$ cat src/clkgen_map.vh
// Purpose: register map, field positions and reset values of the
//          master clock generator
// Assumes: 32-bit AXI4-Lite register bus, one aligned word per register
// Notes:   definitions only, no logic
`ifndef CLKGEN_MAP_VH
`define CLKGEN_MAP_VH

// register byte addresses
`define CTRL_OFFSET      8'h00
`define SYSCFG_OFFSET    8'h04
`define STATUS_OFFSET    8'h08

// clock_gen_control_reg field positions
`define MODE_LSB         0
`define IDIV_LSB         4
`define ODIV_LSB         8
`define MUL_LSB          16
`define BAND_LSB         24
// system_config_reg_one field position
`define HALVE_BIT        0

// reset values
`define MODE_RST         2'h0
`define IDIV_RST         2'h0
`define ODIV_RST         4'h0
`define MUL_RST          5'h00
`define BAND_RST         2'h0
`define HALVE_RST        1'b0

// mode and band encodings, divider limits
`define MODE_MULT        2'h3
`define BAND_RSVD        2'h3
`define IDIV_MAX         2'h3
`define ODIV_MAX         4'hE

// step limits of the multiplier oscillator per band
`define BAND0_MIN        16'h0001
`define BAND0_MAX        16'h1000
`define BAND1_MIN        16'h1000
`define BAND1_MAX        16'h2000
`define BAND2_MIN        16'h2000
`define BAND2_MAX        16'h4000

// bus responses
`define RESP_OKAY        2'h0
`define RESP_SLVERR      2'h2

`endif

$ cat src/freq_loop.v
// Purpose: digital frequency multiplier loop; a phase accumulator whose
//          step is trimmed until its half-period count per reference
//          window matches the requested multiplier
// Assumes: osc_rise is a one-cycle pulse on the synchronised oscillator
// Notes:   half_tick marks one half period of the intermediate clock
`timescale 1ns/1ps
`include "clkgen_map.vh"
module freq_loop
#(
    parameter [15:0] GAIN = 16'h0010
)
(
    // clock and reset
    input  wire        clk,
    input  wire        rst,
    // control
    input  wire        enable,
    input  wire        osc_rise,
    input  wire [1:0]  idiv,
    input  wire [4:0]  mul,
    input  wire [1:0]  band,
    // results
    output reg         half_tick,
    output reg         locked,
    output reg  [15:0] step
);

    reg  [15:0] acc;
    reg  [1:0]  win_cnt;
    reg  [7:0]  tick_cnt;
    reg  [15:0] next_step;
    wire [16:0] sum = {1'b0, acc} + {1'b0, step};
    wire [5:0]  mul_p1 = {1'b0, mul} + 6'h01;
    wire [7:0]  target = {1'b0, mul_p1, 1'b0};
    wire [16:0] up = {1'b0, step} + {1'b0, GAIN};

    // lowest step of a band
    function [15:0] band_min;
        input [1:0] b;
        begin
            case (b)
                2'h1:    band_min = `BAND1_MIN;
                2'h2:    band_min = `BAND2_MIN;
                default: band_min = `BAND0_MIN;
            endcase
        end
    endfunction

    // highest step of a band
    function [15:0] band_max;
        input [1:0] b;
        begin
            case (b)
                2'h1:    band_max = `BAND1_MAX;
                2'h2:    band_max = `BAND2_MAX;
                default: band_max = `BAND0_MAX;
            endcase
        end
    endfunction

    // bounded step change
    // step moves one gain unit per window, but jumps to the band edge when the selected band changes
    always @*
    begin
        next_step = step;
        if (tick_cnt < target)
            next_step = (up[15:0] > band_max(band) || up[16]) ?
                        band_max(band) : up[15:0];
        else if (tick_cnt > target)
            next_step = (step < band_min(band) + GAIN) ?
                        band_min(band) : step - GAIN;
        if (next_step > band_max(band))
            next_step = band_max(band);
        if (next_step < band_min(band))
            next_step = band_min(band);
    end

    // accumulator, reference window and step update
    always @(posedge clk)
    begin
        if (rst || !enable)
        begin
            acc       <= 16'h0000;
            win_cnt   <= 2'h0;
            tick_cnt  <= 8'h00;
            half_tick <= 1'b0;
            locked    <= 1'b0;
            step      <= band_min(band);
        end
        else
        begin
            acc       <= sum[15:0];
            half_tick <= sum[16];
            if (osc_rise && win_cnt == idiv)
            begin
                win_cnt  <= 2'h0;
                tick_cnt <= 8'h00;
                locked   <= (tick_cnt == target);
                step     <= next_step;
            end
            else
            begin
                if (osc_rise)
                    win_cnt <= win_cnt + 2'h1;
                if (sum[16] && tick_cnt != 8'hFF)
                    tick_cnt <= tick_cnt + 8'h01;
            end
        end
    end

endmodule

$ cat src/master_clock_gen.v
// Purpose: master clock generation with prescaler bypass and frequency
//          multiplier modes, plus the cpu and system clock stage
// Assumes: oscillator pin is asynchronous and much slower than CLK;
//          generated clocks are levels sampled on CLK
// Notes:   registers reached over AXI4-Lite, one aligned word each
//
// Overview of operation
// - bypass: master clock is oscillator over (in div+1)*(out div+1)
// - bypass with both dividers zero: master clock follows oscillator
// - input divider max 3, output max 14, slowest ratio is 60
// - multiplier encoding enables the multiplier, master from its output
// - multiplier: osc*(mul+1)/((in div+1)*(out div+1))
// - multiplier locks gradually; frequency jumps only when a band change clamps the step to the new band
// - intermediate clock divided by output divider plus one
// - cpu clock equals master clock or half of it, one select bit
// - system clock always runs at the cpu clock frequency
// - mode is taken from the software-written control register
// - band field: 00, 01, 10 rising ranges, 11 reserved
//
// The register offsets and the AXI4-Lite interface to the registers are this design's own decisions.
`timescale 1ns/1ps
`include "clkgen_map.vh"
module master_clock_gen
#(
    parameter        ADDR_W    = 8,
    parameter [15:0] LOOP_GAIN = 16'h0010
)
(
    // clock and reset
    input  wire              CLK,
    input  wire              SYS_RST,
    // oscillator pin
    input  wire              OSCILLATOR_INPUT_PIN,
    // axi4-lite write address
    input  wire [ADDR_W-1:0] S_AXI_AWADDR,
    input  wire              S_AXI_AWVALID,
    output reg               S_AXI_AWREADY,
    // axi4-lite write data
    input  wire [31:0]       S_AXI_WDATA,
    input  wire [3:0]        S_AXI_WSTRB,
    input  wire              S_AXI_WVALID,
    output reg               S_AXI_WREADY,
    // axi4-lite write response
    output reg  [1:0]        S_AXI_BRESP,
    output reg               S_AXI_BVALID,
    input  wire              S_AXI_BREADY,
    // axi4-lite read address
    input  wire [ADDR_W-1:0] S_AXI_ARADDR,
    input  wire              S_AXI_ARVALID,
    output reg               S_AXI_ARREADY,
    // axi4-lite read data
    output reg  [31:0]       S_AXI_RDATA,
    output reg  [1:0]        S_AXI_RRESP,
    output reg               S_AXI_RVALID,
    input  wire              S_AXI_RREADY,
    // generated clocks and status
    output reg               MASTER_CLK,
    output reg               CPU_CLK,
    output reg               SYS_CLK,
    output reg               LOCKED
);

    // clock_gen_control_reg fields
    reg  [1:0]        clock_source_mode_field;
    reg  [1:0]        input_divider_value;
    reg  [3:0]        output_divider_value;
    reg  [4:0]        multiplier_value;
    reg  [1:0]        osc_band_select;
    // system_config_reg_one field
    reg               cpu_clock_halve_select;

    // bus slave state
    reg               aw_hold;
    reg  [ADDR_W-1:0] aw_addr;
    reg               w_hold;
    reg  [31:0]       w_data;
    reg  [3:0]        w_strb;

    // oscillator synchroniser and edge detect
    reg               osc_meta;
    reg               osc_sync;
    reg               osc_prev;

    // master divider
    reg  [7:0]        div_cnt;
    reg               next_mc;
    reg               next_cpu;
    reg  [31:0]       merged;

    wire              loop_tick;
    wire              loop_locked;
    wire [15:0]       loop_step;

    // mode decode, shared by the divider and status paths
    function is_bypass;
        input [1:0] m;
        begin
            is_bypass = ~m[1];
        end
    endfunction

    function is_mult;
        input [1:0] m;
        begin
            is_mult = (m == `MODE_MULT);
        end
    endfunction

    // byte-lane merge of a write into an existing word
    function [31:0] merge;
        input [31:0] old;
        input [31:0] wd;
        input [3:0]  strb;
        integer i;
        begin
            merge = old;
            for (i = 0; i < 4; i = i + 1)
                if (strb[i])
                    merge[i*8 +: 8] = wd[i*8 +: 8];
        end
    endfunction

    // address word decode, used on both bus paths
    function mapped;
        input [ADDR_W-1:0] a;
        begin
            mapped = (a[7:0] == `CTRL_OFFSET) ||
                     (a[7:0] == `SYSCFG_OFFSET) ||
                     (a[7:0] == `STATUS_OFFSET);
        end
    endfunction

    wire        bypass = is_bypass(clock_source_mode_field);
    wire        mult   = is_mult(clock_source_mode_field);
    wire        osc_rise = osc_sync & ~osc_prev;
    wire        osc_edge = osc_sync ^ osc_prev;
    wire [2:0]  idiv_p1 = {1'b0, input_divider_value} + 3'h1;
    wire [4:0]  odiv_p1 = {1'b0, output_divider_value} + 5'h01;
    wire [7:0]  n_byp = {5'h00, idiv_p1} * {3'h0, odiv_p1};
    // output prescaler only in multiplier mode
    wire [7:0]  n_sel = bypass ? n_byp : {3'h0, odiv_p1};
    wire        div_event = bypass ? osc_edge : (mult & loop_tick);

    wire [31:0] ctrl_word = {6'h00, osc_band_select, 3'h0,
                             multiplier_value, 4'h0, output_divider_value,
                             2'h0, input_divider_value, 2'h0,
                             clock_source_mode_field};
    wire [31:0] cfg_word  = {31'h0000_0000, cpu_clock_halve_select};
    wire [31:0] stat_word = {loop_step, 13'h0000, mult,
                             MASTER_CLK, LOCKED};

    // multiplier runs only in multiplier mode
    freq_loop
    #(
        .GAIN      (LOOP_GAIN)
    )
    u_loop
    (
        .clk       (CLK),
        .rst       (SYS_RST),
        .enable    (mult),
        .osc_rise  (osc_rise),
        .idiv      (input_divider_value),
        .mul       (multiplier_value),
        .band      (osc_band_select),
        .half_tick (loop_tick),
        .locked    (loop_locked),
        .step      (loop_step)
    );

    // two flops before any logic sees the pin
    always @(posedge CLK)
    begin
        if (SYS_RST)
        begin
            osc_meta <= 1'b0;
            osc_sync <= 1'b0;
            osc_prev <= 1'b0;
        end
        else
        begin
            osc_meta <= OSCILLATOR_INPUT_PIN;
            osc_sync <= osc_meta;
            osc_prev <= osc_sync;
        end
    end

    // next master clock level; toggling every n half periods of the
    // source keeps an even duty cycle for odd ratios too
    always @*
    begin
        next_mc = MASTER_CLK;
        if (bypass && n_sel == 8'h01)
            next_mc = osc_sync;
        else if (!bypass && !mult)
            // reserved mode encoding stops the clock low
            next_mc = 1'b0;
        else if (div_event && div_cnt + 8'h01 >= n_sel)
            // toggle after n source half periods
            next_mc = ~MASTER_CLK;
    end

    // cpu clock level from the master clock
    always @*
    begin
        next_cpu = next_mc;
        // optional halving on master rising edges
        if (cpu_clock_halve_select)
        begin
            next_cpu = CPU_CLK;
            if (next_mc && !MASTER_CLK)
                next_cpu = ~CPU_CLK;
        end
    end

    // master divider counter and generated clock flops
    always @(posedge CLK)
    begin
        if (SYS_RST)
        begin
            div_cnt    <= 8'h00;
            MASTER_CLK <= 1'b0;
            CPU_CLK    <= 1'b0;
            SYS_CLK    <= 1'b0;
            LOCKED     <= 1'b0;
        end
        else
        begin
            MASTER_CLK <= next_mc;
            CPU_CLK    <= next_cpu;
            SYS_CLK    <= next_cpu;
            LOCKED     <= mult & loop_locked;
            // >= compare lets a smaller new ratio take effect at once
            if (div_event)
            begin
                if (div_cnt + 8'h01 >= n_sel)
                    div_cnt <= 8'h00;
                else
                    div_cnt <= div_cnt + 8'h01;
            end
        end
    end

    // merged write word for the addressed register
    always @*
    begin
        if (aw_addr[7:0] == `SYSCFG_OFFSET)
            merged = merge(cfg_word, w_data, w_strb);
        else
            merged = merge(ctrl_word, w_data, w_strb);
    end

    // write channels: address and data taken in either order, then
    // one response; a second write waits until the response is taken
    always @(posedge CLK)
    begin
        if (SYS_RST)
        begin
            S_AXI_AWREADY <= 1'b0;
            S_AXI_WREADY  <= 1'b0;
            S_AXI_BVALID  <= 1'b0;
            S_AXI_BRESP   <= `RESP_OKAY;
            aw_hold       <= 1'b0;
            aw_addr       <= {ADDR_W{1'b0}};
            w_hold        <= 1'b0;
            w_data        <= 32'h0000_0000;
            w_strb        <= 4'h0;
            clock_source_mode_field <= `MODE_RST;
            input_divider_value     <= `IDIV_RST;
            output_divider_value    <= `ODIV_RST;
            multiplier_value        <= `MUL_RST;
            osc_band_select         <= `BAND_RST;
            cpu_clock_halve_select  <= `HALVE_RST;
        end
        else
        begin
            if (S_AXI_AWVALID && S_AXI_AWREADY)
            begin
                aw_hold       <= 1'b1;
                aw_addr       <= S_AXI_AWADDR;
                S_AXI_AWREADY <= 1'b0;
            end
            else if (!aw_hold && !S_AXI_BVALID)
                S_AXI_AWREADY <= 1'b1;

            if (S_AXI_WVALID && S_AXI_WREADY)
            begin
                w_hold       <= 1'b1;
                w_data       <= S_AXI_WDATA;
                w_strb       <= S_AXI_WSTRB;
                S_AXI_WREADY <= 1'b0;
            end
            else if (!w_hold && !S_AXI_BVALID)
                S_AXI_WREADY <= 1'b1;

            if (S_AXI_BVALID && S_AXI_BREADY)
                S_AXI_BVALID <= 1'b0;

            if (aw_hold && w_hold && !S_AXI_BVALID)
            begin
                aw_hold      <= 1'b0;
                w_hold       <= 1'b0;
                S_AXI_BVALID <= 1'b1;
                S_AXI_BRESP  <= mapped(aw_addr) ?
                                `RESP_OKAY : `RESP_SLVERR;
                if (aw_addr[7:0] == `CTRL_OFFSET)
                begin
                    clock_source_mode_field <=
                        merged[`MODE_LSB+1:`MODE_LSB];
                    input_divider_value <= merged[`IDIV_LSB+1:`IDIV_LSB];
                    // output divider saturates at its maximum
                    if (merged[`ODIV_LSB+3:`ODIV_LSB] > `ODIV_MAX)
                        output_divider_value <= `ODIV_MAX;
                    else
                        output_divider_value <=
                            merged[`ODIV_LSB+3:`ODIV_LSB];
                    multiplier_value <= merged[`MUL_LSB+4:`MUL_LSB];
                    if (merged[`BAND_LSB+1:`BAND_LSB] != `BAND_RSVD)
                        osc_band_select <= merged[`BAND_LSB+1:`BAND_LSB];
                end
                if (aw_addr[7:0] == `SYSCFG_OFFSET)
                    cpu_clock_halve_select <= merged[`HALVE_BIT];
            end
        end
    end

    // read channel: data is sampled at the address handshake
    always @(posedge CLK)
    begin
        if (SYS_RST)
        begin
            S_AXI_ARREADY <= 1'b0;
            S_AXI_RVALID  <= 1'b0;
            S_AXI_RDATA   <= 32'h0000_0000;
            S_AXI_RRESP   <= `RESP_OKAY;
        end
        else
        begin
            if (S_AXI_ARVALID && S_AXI_ARREADY)
            begin
                S_AXI_ARREADY <= 1'b0;
                S_AXI_RVALID  <= 1'b1;
                S_AXI_RRESP   <= mapped(S_AXI_ARADDR) ?
                                 `RESP_OKAY : `RESP_SLVERR;
                case (S_AXI_ARADDR[7:0])
                    `CTRL_OFFSET:   S_AXI_RDATA <= ctrl_word;
                    `SYSCFG_OFFSET: S_AXI_RDATA <= cfg_word;
                    `STATUS_OFFSET: S_AXI_RDATA <= stat_word;
                    default:        S_AXI_RDATA <= 32'h0000_0000;
                endcase
            end
            else
            begin
                if (S_AXI_RVALID && S_AXI_RREADY)
                    S_AXI_RVALID <= 1'b0;
                if (!S_AXI_RVALID)
                    S_AXI_ARREADY <= 1'b1;
            end
        end
    end

endmodule

$ cat config.mk
export PLATFORM = sky130hd
export DESIGN_NAME = master_clock_gen
export DESIGN_NICKNAME = d
export VERILOG_FILES = /design/src/freq_loop.v /design/src/master_clock_gen.v
export VERILOG_INCLUDE_DIRS = /design/src
export SDC_FILE = /design/constraint.sdc
export NUM_CORES = 1
export LEC_CHECK = 0
export ABC_AREA = 1
export BUFFER_PORTS_ARGS = -buffer_cell sky130_fd_sc_hd__buf_2
export CORE_MARGIN = 2
export CORE_UTILIZATION = 45
export DETAILED_ROUTE_END_ITERATION = 8
export HOLD_SLACK_MARGIN = 0.06
export PLACE_DENSITY_LB_ADDON = 0.3
export SYNTH_ARGS = -nofsm -noshare
export SYNTH_HDL_FRONTEND = slang
export SYNTH_SLANG_ARGS = --single-unit
$ cat constraint.sdc
create_clock -name CLK -period 4.5 [get_ports CLK]
set_clock_uncertainty 0.05 [all_clocks]
set_input_delay 0.9 -clock CLK [delete_from_list [all_inputs] [get_ports CLK]]
set_output_delay 0.9 -clock CLK [all_outputs]
set_load 0.05 [all_outputs]
==> results.yml <==
sta:
  fmax_ghz: 0.223
  finalSetupViolCount: 0
  post-route-period-util_pct: 99.9
  tns_ns: 0
  rsz0062_at_grt: "yes"
  relSlewSlack_pct: 27.9
  worst_pin_slew_ns: 1.08
  worst_slack_ns: 0.00597
  finalCriticalPeriod_ns: 4.49
  timing.final.max_slew_violations: 0
  whs_ns: 0.362
  finalHoldViolations: 0
power:
  power_density_mw_per_mm2: 288
  p_int_uw: 2190
  seq_power_share_pct: 42.5
  p_leak_uw: 0.00458
  vdd_ir_drop_max_mv: 0.272
  power_frac_comb_pct: 9.3
  swShare_pct: 26.2
  clkPwrFrac_pct: 48.2
  p_sw_uw: 778
final_layout:
  antenna_cells: 0
  stdcell_count: 1545
  final_nets: 1425
  synthToLayoutAreaGrowth_pct: 25.5
  drive_above_1_share_pct: 23.2
  fin_area_mm2: 0.0103
  regArea_mm2: 0.00288
  fillers: 1648
  multiInputGateArea_mm2: 0.00495
clock_network:
  path_clk_slew_ns: 0.06
  htreeDepth: 4
  worstSkewPairLatency_ns: 0.43
  tritoncts: "done"
  root_buffer: "clkbuf_16"
  cts_buffers: 17
  clk_path_buf_depth: 2
  clkSinkCount: 135
critical_path:
  critical_path.max_fanout: 6
  critPathArrivalTime_ns: 4.63
  required_ns: 4.63
  cpMaxStageDelayCell: "dfxtp_4"
  r2r_start: "multiplier_value[1]"
  critPathKind: "reg2reg"
  ff2ff_setup_slack_ns: 0.006
  end_kind: "register"
  cp-startpoint: "multiplier_value[1]"
  cpPeakStageDelay_ns: 0.37
  startpoint_type: "register"
  cp_common_cell: "nand2_1"
floorplanning:
  die_y_um: 139
  rows: 49
  io_pins: 105
  die_area_mm2: 0.0193
  die_w_um: 139
  start_util_pct: 45.8
  core_area_mm2: 0.0179
synth:
  synth.area.top_cells: "dfxtp_1, nand2_1, ha_1, nor2_1, o21ai_0"
  synth_area_per_cell_um2: 7.15
  syn_area_mm2: 0.00820
  yosys_warnings: 0
  synth_top_area_share_pct: 29.1
  ys_ff_latch: 135
  synth-seq-area-share_pct: 34.9
  synthCells: 1146
  synth_cell_types: 51
  yosysTopAreaCell: "dfxtp_1"
detailed_routing:
  antenna_left: 0
  vias_per_cell: 5.21
  first_pass_iters: 5
  drc: 0
  via_count: 8042
  first_iter_violations: 499
  wl_per_cell_um: 14.6
  routed_wl_um: 22600
outcome:
  status: "finished, final reports clean"
run:
  cap_violations: 0
min_path:
  hold_path_class: "reg2reg"
  min-delay-start: "osc_meta"
place:
  placed_cells: 1491
  place_area_mm2: 0.00922
  dp_slack_ns: -0.181
  gp_congestion: 0.913
  place_hpwl_um: 16500
  io_buffers: 78
global_route:
  grt_util_all_layers_pct: 23.1
  grt_pass1_wl_um: 36100
  antenna_found_initial: 1
  grt_max_degree: 74
  grt_pass1_vias: 7471
  grt-ovfl-total: 0
-- worst paths after layout --
kind,to,cells after the start
hold / removal,osc_sync,2
setup reg to reg,u_loop.step[0],37
setup / recovery,u_loop.step[0],37
hold reg to reg,osc_sync,2
-- final cells by class --
type	count	area share, %
clock buffers	19	4.42
clock inverters	13	1.38
inverters	135	4.95
multi-input cells	848	48.1
flip-flops and latches	135	28.0
well taps	229	2.79
repair buffers	166	10.4
-- synth_stat cells, drive strengths merged --
| library cell | count |
|---|---|
| nand2 | 221 |
| nor2 | 167 |
| inv | 133 |
| dfxtp | 119 |
| o21ai | 104 |
| nand3 | 89 |
| a21oi | 81 |
| ha | 57 |
| nor3 | 20 |
| buf | 19 |
| clkbuf | 19 |
| xor2 | 17 |
| edfxtp | 16 |
| nand4 | 11 |
| o22ai | 10 |
| o21a | 7 |
| or2 | 7 |
| a31oi | 5 |
| fa | 5 |
| nand3b | 5 |
| nor4 | 5 |
| a211oi | 4 |
| o211ai | 3 |
| o21bai | 3 |
| o31ai | 3 |
| xnor2 | 3 |
| a21o | 2 |
| clkinv | 2 |
| o311ai | 2 |
| a21boi | 1 |
| a22oi | 1 |
| a32o | 1 |
| conb | 1 |
| mux2i | 1 |
| nor3b | 1 |
| o2111ai | 1 |
-- per-layer routing --
metal	global-route usage, %	wire length [µm]
met4	10.7	825
met3	6.42	1640
met5	0	0
met2	37.0	10200
met1	29.1	9950
-- power groups by stage --
stage                     clock [µW]  combinational [µW]  sequential (µW)
after floorplan                    0                 173             1300
after global routing            1500                 301             1260
after CTS                       1440                 265             1260
final                           1430                 275             1260
after global placement             0                 247             1290
after detailed placement           0                 250             1290
-- stage by stage --
| stage | util, % | power (µW) |
|---|---|---|
| after floorplan | - | 1470 |
| after global placement | 51.5 | 1530 |
| after detailed placement | 51.5 | 1540 |
| after CTS | 56.4 | 2970 |
| after global routing | 57.4 | 3060 |
| final | 57.4 | 2960 |
-- cell usage in the layout, fill, tap and decap left out, types with 17 or more instances in the layout --
cell type / synthesis / final
nand2_1: 204 / 194
nor2_1: 151 / 145
inv_1: 125 / 120
dfxtp_1: 119 / 114
o21ai_0: 100 / 89
buf_4: 11 / 86
nand3_1: 85 / 80
buf_2: 5 / 78
a21oi_1: 81 / 77
ha_1: 57 / 51
clkbuf_16: 0 / 18
nand2_2: 9 / 17
-- critical path, delay by kind of cell, from the launching register on --
kind            cells  cell delay, ns
buf+inv             6            0.49
simple gates       23            1.86
xor+xnor            1            0.15
compound gates      3            0.32
fa+ha+maj           4            1.00
flops               1            0.37
-- flip-flops by register name, indices dropped and copies added, names as in the netlist, 5 cells and up --
signal / flops
S_AXI_RDATA: 25
u_loop.acc: 16
u_loop.step: 16
merge.wd: 15
aw_addr: 8
div_cnt: 8
u_loop.tick_cnt: 8
multiplier_value: 5
-- timing repair --
action	CTS	global route
pin swaps	20	23
hold buffers	0	0
resized for setup	32	44
setup endpoints to repair	15	16
endpoints found under the hold margin	0	0
buffers inserted	20	1
cloned	1	0
-- kinds of logic after synthesis --
group                      synth area share (%)
DFF                                        34.9
and+or+nand+nor                            29.1
xor gates and xnor gates                   2.14
muxes                                     0.122
AOI/OAI and AO/OA                          15.1
adders and majority gates                  9.92
other                                    0.0458
buffers and inverters                      8.64
(Power assumes the default switching activity.)
